## src/plane_flip_regs.svh

```systemverilog
/*
 * Offsets, field positions, reset values and masks of the secondary plane
 * surface and flip register set.
 * Assumes a 32-bit memory-mapped register port and a command-packet port.
 */
`ifndef PLANE_FLIP_REGS_SVH
`define PLANE_FLIP_REGS_SVH

// ****************************************************************
// Register offsets
// ****************************************************************
`define OFS_LINEAR_OFFSET 32'h0007_1184
`define OFS_STRIDE        32'h0007_1188
`define OFS_KEY_VALUE     32'h0007_1194
`define OFS_KEY_MASK      32'h0007_1198
`define OFS_SURFACE_BASE  32'h0007_119C
`define OFS_TILED_OFFSET  32'h0007_11A4
`define OFS_LIVE_SURFACE  32'h0007_11AC
`define OFS_FLIPQ_STATUS  32'h0007_1200
`define OFS_LEGACY_VIDEO  32'h0007_1400

// ****************************************************************
// Writable bit masks, field positions and reset value
// ****************************************************************
`define MSK_STRIDE        32'hFFFF_FFC0
`define MSK_KEY           32'h00FF_FFFF
`define MSK_SURFACE       32'hFFFF_F008
`define MSK_TILED         32'h0FFF_0FFF
`define BIT_FLIP_SOURCE   3
`define BIT_CTRL_TILED    10
`define BIT_CTRL_ASYNC    9
`define RST_REG           32'h0000_0000

`endif

```

## src/plane_flip_pkg.sv

```systemverilog
/*
 * Types of the secondary plane flip register set.
 * Assumes nothing beyond a SystemVerilog compiler.
 */
package plane_flip_pkg;
  // Origin of a register write
  typedef enum logic [0:0] {
    SRC_MMIO = 1'b0,
    SRC_CMD  = 1'b1
  } write_src_t;
endpackage

```

## src/plane_surface_flip_registers.sv

```systemverilog
/*
 * Double-buffered surface, panning, stride and color key registers of a
 * secondary plane, with live surface and flip queue status readback.
 * Assumes vsync/vblank pulses are one cycle on clk_in, plane control bits
 * come from the plane control register, and the flip queue counts come
 * from the queue logic on the same clock.
 */
`timescale 1ns/1ps
`include "plane_flip_regs.svh"
module plane_surface_flip_registers
  import plane_flip_pkg::*;
#(
  parameter int CW = 8
)(
  input  wire logic          clk_in,
  input  wire logic          arst_n_in,
  input  wire logic          mmio_wr_in,
  input  wire logic          mmio_rd_in,
  input  wire logic [31:0]   mmio_addr_in,
  input  wire logic [31:0]   mmio_wdata_in,
  output logic      [31:0]   mmio_rdata_out,
  input  wire logic          cmd_wr_in,
  input  wire logic [31:0]   cmd_addr_in,
  input  wire logic [31:0]   cmd_wdata_in,
  input  wire logic          vsync_in,
  input  wire logic          vblank_in,
  input  wire logic          ctrl_tiled_in,
  input  wire logic          ctrl_async_in,
  input  wire logic          key_enable_in,
  input  wire logic [CW-1:0] queue_free_in,
  input  wire logic [CW-1:0] queue_used_in,
  input  wire logic [23:0]   pixel_in,
  output logic      [31:0]   start_addr_out,
  output logic      [11:0]   start_x_out,
  output logic      [11:0]   start_y_out,
  output logic      [25:0]   stride_out,
  output logic               key_match_out,
  output logic               flip_done_render_out,
  output logic               flip_done_blit_out
);

  // ****************************************************************
  // Write port merge
  // ****************************************************************
  // Software wins a same-cycle collision; command packets are replayable
  wire write_src_t src_sel  = mmio_wr_in ? SRC_MMIO : SRC_CMD;
  wire logic        wr_any  = mmio_wr_in | cmd_wr_in;
  wire logic [31:0] wr_addr = (src_sel == SRC_MMIO) ? mmio_addr_in
                                                    : cmd_addr_in;
  wire logic [31:0] wr_data = (src_sel == SRC_MMIO) ? mmio_wdata_in
                                                    : cmd_wdata_in;

  // Decode and masked write data; reserved bits never stored
  wire logic we_lin  = wr_any && (wr_addr == `OFS_LINEAR_OFFSET);
  wire logic we_str  = wr_any && (wr_addr == `OFS_STRIDE);
  wire logic we_kv   = wr_any && (wr_addr == `OFS_KEY_VALUE);
  wire logic we_km   = wr_any && (wr_addr == `OFS_KEY_MASK);
  wire logic we_surf = wr_any && (wr_addr == `OFS_SURFACE_BASE);
  wire logic we_tile = wr_any && (wr_addr == `OFS_TILED_OFFSET);
  wire logic we_leg  = mmio_wr_in && (mmio_addr_in == `OFS_LEGACY_VIDEO);

  // ****************************************************************
  // Pending and active copies
  // ****************************************************************
  logic [31:0] lin_p_q, lin_a_q, str_p_q, str_a_q;
  logic [31:0] kv_p_q, kv_a_q, km_p_q, km_a_q;
  logic [31:0] surf_p_q, surf_a_q, tile_p_q, tile_a_q, leg_q;
  logic        armed_q;
  logic        async_flip;
  logic        sync_flip;

  // Async surface updates apply immediately for software writes only
  assign async_flip = we_surf && ctrl_async_in &&
                      (src_sel == SRC_MMIO);
  assign sync_flip  = armed_q && vblank_in;

  // Pending copies take writes at any time
  always_ff @(posedge clk_in or negedge arst_n_in)
  begin
    if (!arst_n_in)
    begin
      lin_p_q  <= `RST_REG;
      str_p_q  <= `RST_REG;
      kv_p_q   <= `RST_REG;
      km_p_q   <= `RST_REG;
      surf_p_q <= `RST_REG;
      tile_p_q <= `RST_REG;
      leg_q    <= `RST_REG;
    end
    else
    begin
      if (we_lin)  lin_p_q  <= wr_data;
      if (we_str)  str_p_q  <= wr_data & `MSK_STRIDE;
      if (we_kv)   kv_p_q   <= wr_data & `MSK_KEY;
      if (we_km)   km_p_q   <= wr_data & `MSK_KEY;
      if (we_surf) surf_p_q <= wr_data & `MSK_SURFACE;
      if (we_tile) tile_p_q <= wr_data & `MSK_TILED;
      if (we_leg)  leg_q    <= mmio_wdata_in;
    end
  end

  // Flip arm: a new surface write other than an async flip during the vblank edge rearms (set wins)
  always_ff @(posedge clk_in or negedge arst_n_in)
  begin
    if (!arst_n_in)
      armed_q <= 1'b0;
    else if (we_surf && !async_flip)
      armed_q <= 1'b1;
    else if (sync_flip || async_flip)
      armed_q <= 1'b0;
  end

  // Linear offset by vsync, tiled offset by vblank, others on a vblank flip; surface also on an async flip
  always_ff @(posedge clk_in or negedge arst_n_in)
  begin
    if (!arst_n_in)
    begin
      lin_a_q  <= `RST_REG;
      tile_a_q <= `RST_REG;
      str_a_q  <= `RST_REG;
      kv_a_q   <= `RST_REG;
      km_a_q   <= `RST_REG;
      surf_a_q <= `RST_REG;
    end
    else
    begin
      if (vsync_in)  lin_a_q  <= lin_p_q;
      if (vblank_in) tile_a_q <= tile_p_q;
      if (sync_flip)
      begin
        str_a_q <= str_p_q;
        kv_a_q  <= kv_p_q;
        km_a_q  <= km_p_q;
      end
      if (async_flip)
        surf_a_q <= wr_data & `MSK_SURFACE;
      else if (sync_flip)
        surf_a_q <= surf_p_q;
    end
  end

  // ****************************************************************
  // Derived plane outputs
  // ****************************************************************
  // Base is an aperture offset; the translation table lookup sits
  // downstream, so only the aperture-relative address leaves here
  wire logic [31:0] base_addr = {surf_a_q[31:12], 12'h000};
  wire logic [31:0] start_d = ctrl_tiled_in ? base_addr
                                : base_addr + lin_a_q;
  wire logic [11:0] x_d = ctrl_tiled_in ? tile_a_q[11:0]  : 12'h000;
  wire logic [11:0] y_d = ctrl_tiled_in ? tile_a_q[27:16] : 12'h000;

  // Key compare: mismatch bits count only where the mask is set
  function automatic logic key_hit(input logic [23:0] px,
                                   input logic [23:0] kv,
                                   input logic [23:0] km);
    key_hit = ((px ^ kv) & km) == 24'h00_0000;
  endfunction
  wire logic match_d = key_enable_in &&
                       key_hit(pixel_in, kv_a_q[23:0], km_a_q[23:0]);

  // Flip done follows the source bit of the surface that just went live
  wire logic done_any = sync_flip || async_flip;
  wire logic src_bit  = async_flip ? wr_data[`BIT_FLIP_SOURCE]
                                   : surf_p_q[`BIT_FLIP_SOURCE];

  // Registered data outputs
  always_ff @(posedge clk_in or negedge arst_n_in)
  begin
    if (!arst_n_in)
    begin
      start_addr_out       <= `RST_REG;
      start_x_out          <= 12'h000;
      start_y_out          <= 12'h000;
      stride_out           <= 26'h000_0000;
      key_match_out        <= 1'b0;
      flip_done_render_out <= 1'b0;
      flip_done_blit_out   <= 1'b0;
    end
    else
    begin
      start_addr_out       <= start_d;
      start_x_out          <= x_d;
      start_y_out          <= y_d;
      stride_out           <= str_a_q[31:6];
      key_match_out        <= match_d;
      flip_done_render_out <= done_any && !src_bit;
      flip_done_blit_out   <= done_any && src_bit;
    end
  end

  // ****************************************************************
  // Read path
  // ****************************************************************
  // Pending copies read back so software sees what it last wrote
  logic [31:0] rd_mux;
  always_comb
  begin
    rd_mux = 32'h0000_0000;
    case (mmio_addr_in)
      `OFS_LINEAR_OFFSET: rd_mux = lin_p_q;
      `OFS_STRIDE:        rd_mux = str_p_q;
      `OFS_KEY_VALUE:     rd_mux = kv_p_q;
      `OFS_KEY_MASK:      rd_mux = km_p_q;
      `OFS_SURFACE_BASE:  rd_mux = surf_p_q;
      `OFS_TILED_OFFSET:  rd_mux = tile_p_q;
      `OFS_LIVE_SURFACE:  rd_mux = surf_a_q & `MSK_SURFACE;
      `OFS_FLIPQ_STATUS:  rd_mux = {16'h0000, 8'(queue_free_in),
                                    8'(queue_used_in)};
      `OFS_LEGACY_VIDEO:  rd_mux = leg_q;
      default:            rd_mux = 32'h0000_0000;
    endcase
  end

  // Read data is captured on the read strobe, valid next cycle
  always_ff @(posedge clk_in or negedge arst_n_in)
  begin
    if (!arst_n_in)
      mmio_rdata_out <= `RST_REG;
    else if (mmio_rd_in)
      mmio_rdata_out <= rd_mux;
  end

  // ****************************************************************
  // Assertions
  // ****************************************************************
  property p_lin_vsync;
    @(posedge clk_in) disable iff (!arst_n_in)
    vsync_in |=> lin_a_q == $past(lin_p_q);
  endproperty
  a_lin_vsync: assert property (p_lin_vsync)
    else $error("linear offset not applied at vsync");

  property p_lin_hold;
    @(posedge clk_in) disable iff (!arst_n_in)
    !vsync_in |=> $stable(lin_a_q);
  endproperty
  a_lin_hold: assert property (p_lin_hold)
    else $error("linear offset changed without vsync");

  property p_tile_vblank;
    @(posedge clk_in) disable iff (!arst_n_in)
    !vblank_in |=> $stable(tile_a_q);
  endproperty
  a_tile_vblank: assert property (p_tile_vblank)
    else $error("tiled offset changed outside vblank");

  property p_start_tiled;
    @(posedge clk_in) disable iff (!arst_n_in)
    ctrl_tiled_in |=> start_addr_out == {$past(surf_a_q[31:12]), 12'h000};
  endproperty
  a_start_tiled: assert property (p_start_tiled)
    else $error("tiled start used linear offset");

  property p_start_linear;
    @(posedge clk_in) disable iff (!arst_n_in)
    !ctrl_tiled_in |=> start_x_out == 12'h000 &&
      start_addr_out == {$past(surf_a_q[31:12]), 12'h000} + $past(lin_a_q);
  endproperty
  a_start_linear: assert property (p_start_linear)
    else $error("linear start address wrong");

  property p_flip_arm;
    @(posedge clk_in) disable iff (!arst_n_in)
    armed_q && vblank_in && !async_flip |=> surf_a_q == $past(surf_p_q);
  endproperty
  a_flip_arm: assert property (p_flip_arm)
    else $error("armed flip not applied at vblank");

  property p_flip_route;
    @(posedge clk_in) disable iff (!arst_n_in)
    sync_flip && !async_flip |=>
      flip_done_blit_out == $past(surf_p_q[3]) &&
      flip_done_render_out == !$past(surf_p_q[3]);
  endproperty
  a_flip_route: assert property (p_flip_route)
    else $error("flip done routed to wrong streamer");

  property p_key_off;
    @(posedge clk_in) disable iff (!arst_n_in)
    !key_enable_in |=> !key_match_out;
  endproperty
  a_key_off: assert property (p_key_off)
    else $error("key match while keying disabled");

  property p_queue;
    @(posedge clk_in) disable iff (!arst_n_in)
    mmio_rd_in && mmio_addr_in == `OFS_FLIPQ_STATUS |=>
      mmio_rdata_out[15:8] == 8'($past(queue_free_in)) &&
      mmio_rdata_out[7:0] == 8'($past(queue_used_in)) &&
      mmio_rdata_out[31:16] == 16'h0000;
  endproperty
  a_queue: assert property (p_queue)
    else $error("queue status readback wrong");

  c_sync_flip:  cover property (@(posedge clk_in) sync_flip);
  c_async_flip: cover property (@(posedge clk_in) async_flip);
  c_key_match:  cover property (@(posedge clk_in) key_match_out);
  c_cmd_write:  cover property (@(posedge clk_in)
                                cmd_wr_in && !mmio_wr_in && we_surf);

endmodule // plane_surface_flip_registers

```

## config.mk

```make
export PLATFORM = sky130hd
export DESIGN_NAME = plane_surface_flip_registers
export DESIGN_NICKNAME = d
export VERILOG_FILES = /design/src/plane_flip_pkg.sv /design/src/plane_surface_flip_registers.sv
export VERILOG_INCLUDE_DIRS = /design/src
export SDC_FILE = /design/constraint.sdc
export NUM_CORES = 1
export LEC_CHECK = 0
export ABC_AREA = 1
export BUFFER_PORTS_ARGS = -buffer_cell sky130_fd_sc_hd__buf_2
export CORE_ASPECT_RATIO = 1.1
export CORE_UTILIZATION = 58
export DETAILED_ROUTE_END_ITERATION = 8
export HOLD_SLACK_MARGIN = 0.1
export PLACE_DENSITY = 0.88
export SLEW_MARGIN = 10
export SYNTH_ARGS = -nofsm -noshare
export SYNTH_HDL_FRONTEND = slang
export SYNTH_SLANG_ARGS = --single-unit
```

## constraint.sdc

```tcl
create_clock -name clk_in -period 2.7 [get_ports clk_in]
set_input_delay 0.27 -clock clk_in [delete_from_list [all_inputs] [get_ports clk_in]]
set_output_delay 0.27 -clock clk_in [all_outputs]
set_load 0.01 [all_outputs]
```

==> impl_metrics.tcl <==
set metrics [dict create \
    yosysUniqueCellTypes 42 \
    final_cell_mix "nand2_1 (815), dfrtp_1 (452), buf_2 (293)" \
    finalCritPeriodShare_pct 91.5 \
    antenna_found_initial 5 \
    placed_cells 3226 \
    crit_fanout 3 \
    syn-num-nets 2721 \
    ys_warn_count 0 \
    htree_levels 2 \
    p_leak_nw 13.2 \
    arrival_ps 2970 \
    tns_ps 0 \
    slew_headroom_pct 35.2 \
    place.gp.congestion 0.949 \
    routed_via_density 5.82 \
    cp_data_required_time_ps 3200 \
    synthTopCellsByArea "dfrtp_1 (54%), nand2_1 (15%), nand3_1 (6.5%)" \
    synthFlopType "dfrtp_1" \
    start_util_pct 59.3 \
    rsz0062_at_grt "no" \
    hold_start "cmd_wdata_in[16]" \
    root_buffer "clkbuf_16" \
    p_int_w 0.0106 \
    reg2reg_from "kv_a_q[9]" \
    port_buffers 294 \
    remaining_drc_errors 0 \
    hpwl_mm 47.2 \
    highest_layer "met5" \
    multi_input_area_mm2 0.00823 \
    status "completed" \
    seqPwrFrac_pct 49.3 \
    wl_met1_mm 24.8 \
    utilization_pct 70.0 \
    reg2reg_to "key_match_out" \
    power.total_w 0.0138 \
    synth-edff-count 0 \
    layout_min_cycle_time_ps 2470 \
    synthCells 2523 \
    fin_skew_ps 23.8 \
    dieArea_mm2 0.0369 \
    clk_pin_slew_ps 60 \
    hold_path_class "in2reg" \
    fillers 2723 \
    io_pins 295 \
    fin_nets 3027 \
    grt_overflow 0 \
    clkLatencyLatePin_ps 580 \
    wl_met2_mm 31.7 \
    peakVddDrop_uv 380 \
    coreArea_mm2 0.0353 \
    cellPowerDensity_mw_per_mm2 558 \
    cts_made_buffers 46 \
    reg2reg_slack_ps 230 \
    instances_no_fill 3349 \
    grtUsageTotal_pct 37.4 \
    cap_violations 0 \
    crit_type "reg2reg" \
    final_common_cell "nand2_1" \
    wirelength_mm 67.9 \
    syn_area_mm2 0.0209 \
    first_pass_iters 6 \
    first_global_vias 19300 \
    combinationalPowerShare_pct 5.5 \
    die_h_um 201 \
    crit_path_start "kv_a_q[9]" \
    rows 72 \
    wl_met3_mm 6.70 \
    syn_area_per_cell_um2 8.30 \
    finalHoldViolCount 0 \
    avgRoutedWirePerCell_um 20.3 \
    cts_sinks 452 \
    drt_iter0_drc 2137 \
    layout-drive-gt1-share_pct 18.0 \
    cts_tree "built" \
    chipWidth_um 183 \
    switchingPower_w 0.00323 \
    tightestPinTransition_ps 962 \
    pwr-share-clk_pct 45.2 \
    hold_slack_ps 125 \
    worst_setup_path_end_kind "flip-flop" \
    cp-start-kind "flip-flop" \
    layout.area.seq_mm2 0.0113 \
    grt_pass1_wl_mm 105 \
    vias 19500 \
    swShare_pct 23.4 \
    async_reset_ff_share_pct 100 \
    synth_area_leader_cell "dfrtp_1" \
    yosysSeqAreaShare_pct 54.0 \
    endpoint "key_match_out" \
    ant_nets 0 \
    cts_setup_buffers 0 \
    cts_buffer_depth 3 \
    drv_slew 0 \
    grt_max_degree 96 \
    synth-seq-cells 452 \
    synth_top_cell_area_share_pct 54.0 \
    ff2ff_path_depth 8 \
    max_clock_freq_mhz 405 \
    syn2layout_area_growth_pct 18.0 \
    finalSetupViolCount 0 \
]
## layer usage
| metal | global-route usage (%) | vias to the layer above |
|---|---|---|
| met5 | 0 | - |
| met4 | 23.0 | 2 |
| met3 | 7.35 | 293 |
| met2 | 61.2 | 1259 |
| met1 | 45.8 | 9238 |
| li1 | - | 8696 |
## worst min path at each step
stage	endpoint	cells past startpoint	slack [ps]
2_1_floorplan	armed_q	0	-30
3_3_place_gp	lin_a_q[9]	1	290
3_5_place_dp	lin_a_q[7]	1	290
4_1_cts	surf_a_q[16]	5	110
5_1_grt	surf_a_q[16]	5	140
6_report	surf_a_q[16]	5	130
## cells by family after synthesis
family                     synth area share (%)
and+or+nand+nor                            27.2
buffers and inverters                      6.76
xor gates and xnor gates                  0.126
AOI/OAI and AO/OA                          7.90
muxes                                      2.74
adders and majority gates                  1.23
DFF                                        54.0
## layout make-up
class | count | share of cell area [%]
Sequential cell | 452 | 45.8
Multi-Input combinational cell | 1750 | 33.3
Timing Repair Buffer | 383 | 9.52
Clock buffer | 68 | 5.40
Inverter | 196 | 2.98
Tap cell | 481 | 2.44
Clock inverter | 16 | 0.552
Antenna cell | 3 | 0.0304
## cell usage after synthesis, types with 2 or more instances
master and number:
a21boi_0 2, a21o_1 3, a21oi_1 34, and2_1 2, buf_1 14, buf_2 38, buf_4 9, buf_6 17
clkbuf_1 47, dfrtp_1 452, ha_1 19, inv_1 189, inv_2 6, mux2_1 14, mux2_2 37, nand2_1 816
nand2_2 9, nand3_1 272, nand3b_1 10, nand4_1 14, nor2_1 196, nor2_2 4, nor2_4 4, nor3_1 7
nor3_2 3, o21ai_0 125, o21ai_1 138, o21ai_2 7, o21bai_1 2, o22ai_1 3, or2_2 18, xor2_1 2
## through the flow
| step | cell area [um^2] | worst slack (ps) |
|---|---|---|
| floorplan | 20900 | 653 |
| global placement | 22900 | 154 |
| finish | 24700 | 230 |
| detailed placement | 22900 | 102 |
| global route | 24700 | 108 |
| CTS | 24700 | 77.8 |
## power groups by stage
stage,Clock (W),Combinational [W],Sequential [W]
finish,0.00624,0.000752,0.00680
CTS,0.00627,0.000742,0.00680
global placement,0,0.000685,0.00693
floorplan,0,0.000235,0.00693
global route,0.00653,0.000814,0.00680
detailed placement,0,0.000698,0.00693
## critical path, cell delays in order, from the launching register on
cell and delay [ps]:
dfrtp_1 390, or2_2 290, nand3_1 70, o21ai_0 130, nor3_1 210, nand4_1 90
dlygate4sd3_1 580, nor2_1 80, dlygate4sd3_1 550
## sequential cells by signal, summed over array words and instances, names as in the netlist, 12 cells and up
name / flops
km_a_q: 24
km_p_q: 24
kv_a_q: 24
kv_p_q: 24
leg_q: 32
lin_a_q: 32
lin_p_q: 32
mmio_rdata_out: 32
start_addr_out: 32
start_x_out: 12
start_y_out: 12
str_a_q: 26
str_p_q: 26
stride_out: 26
surf_a_q: 21
surf_p_q: 21
tile_a_q: 24
tile_p_q: 24
## repair_timing
item	4_1_cts	5_1_grt
hold buffers	36	0
endpoints found under the setup margin	0	2
hold endpoints to repair	93	0
resized for setup	0	1
(Power assumes the default switching activity.)
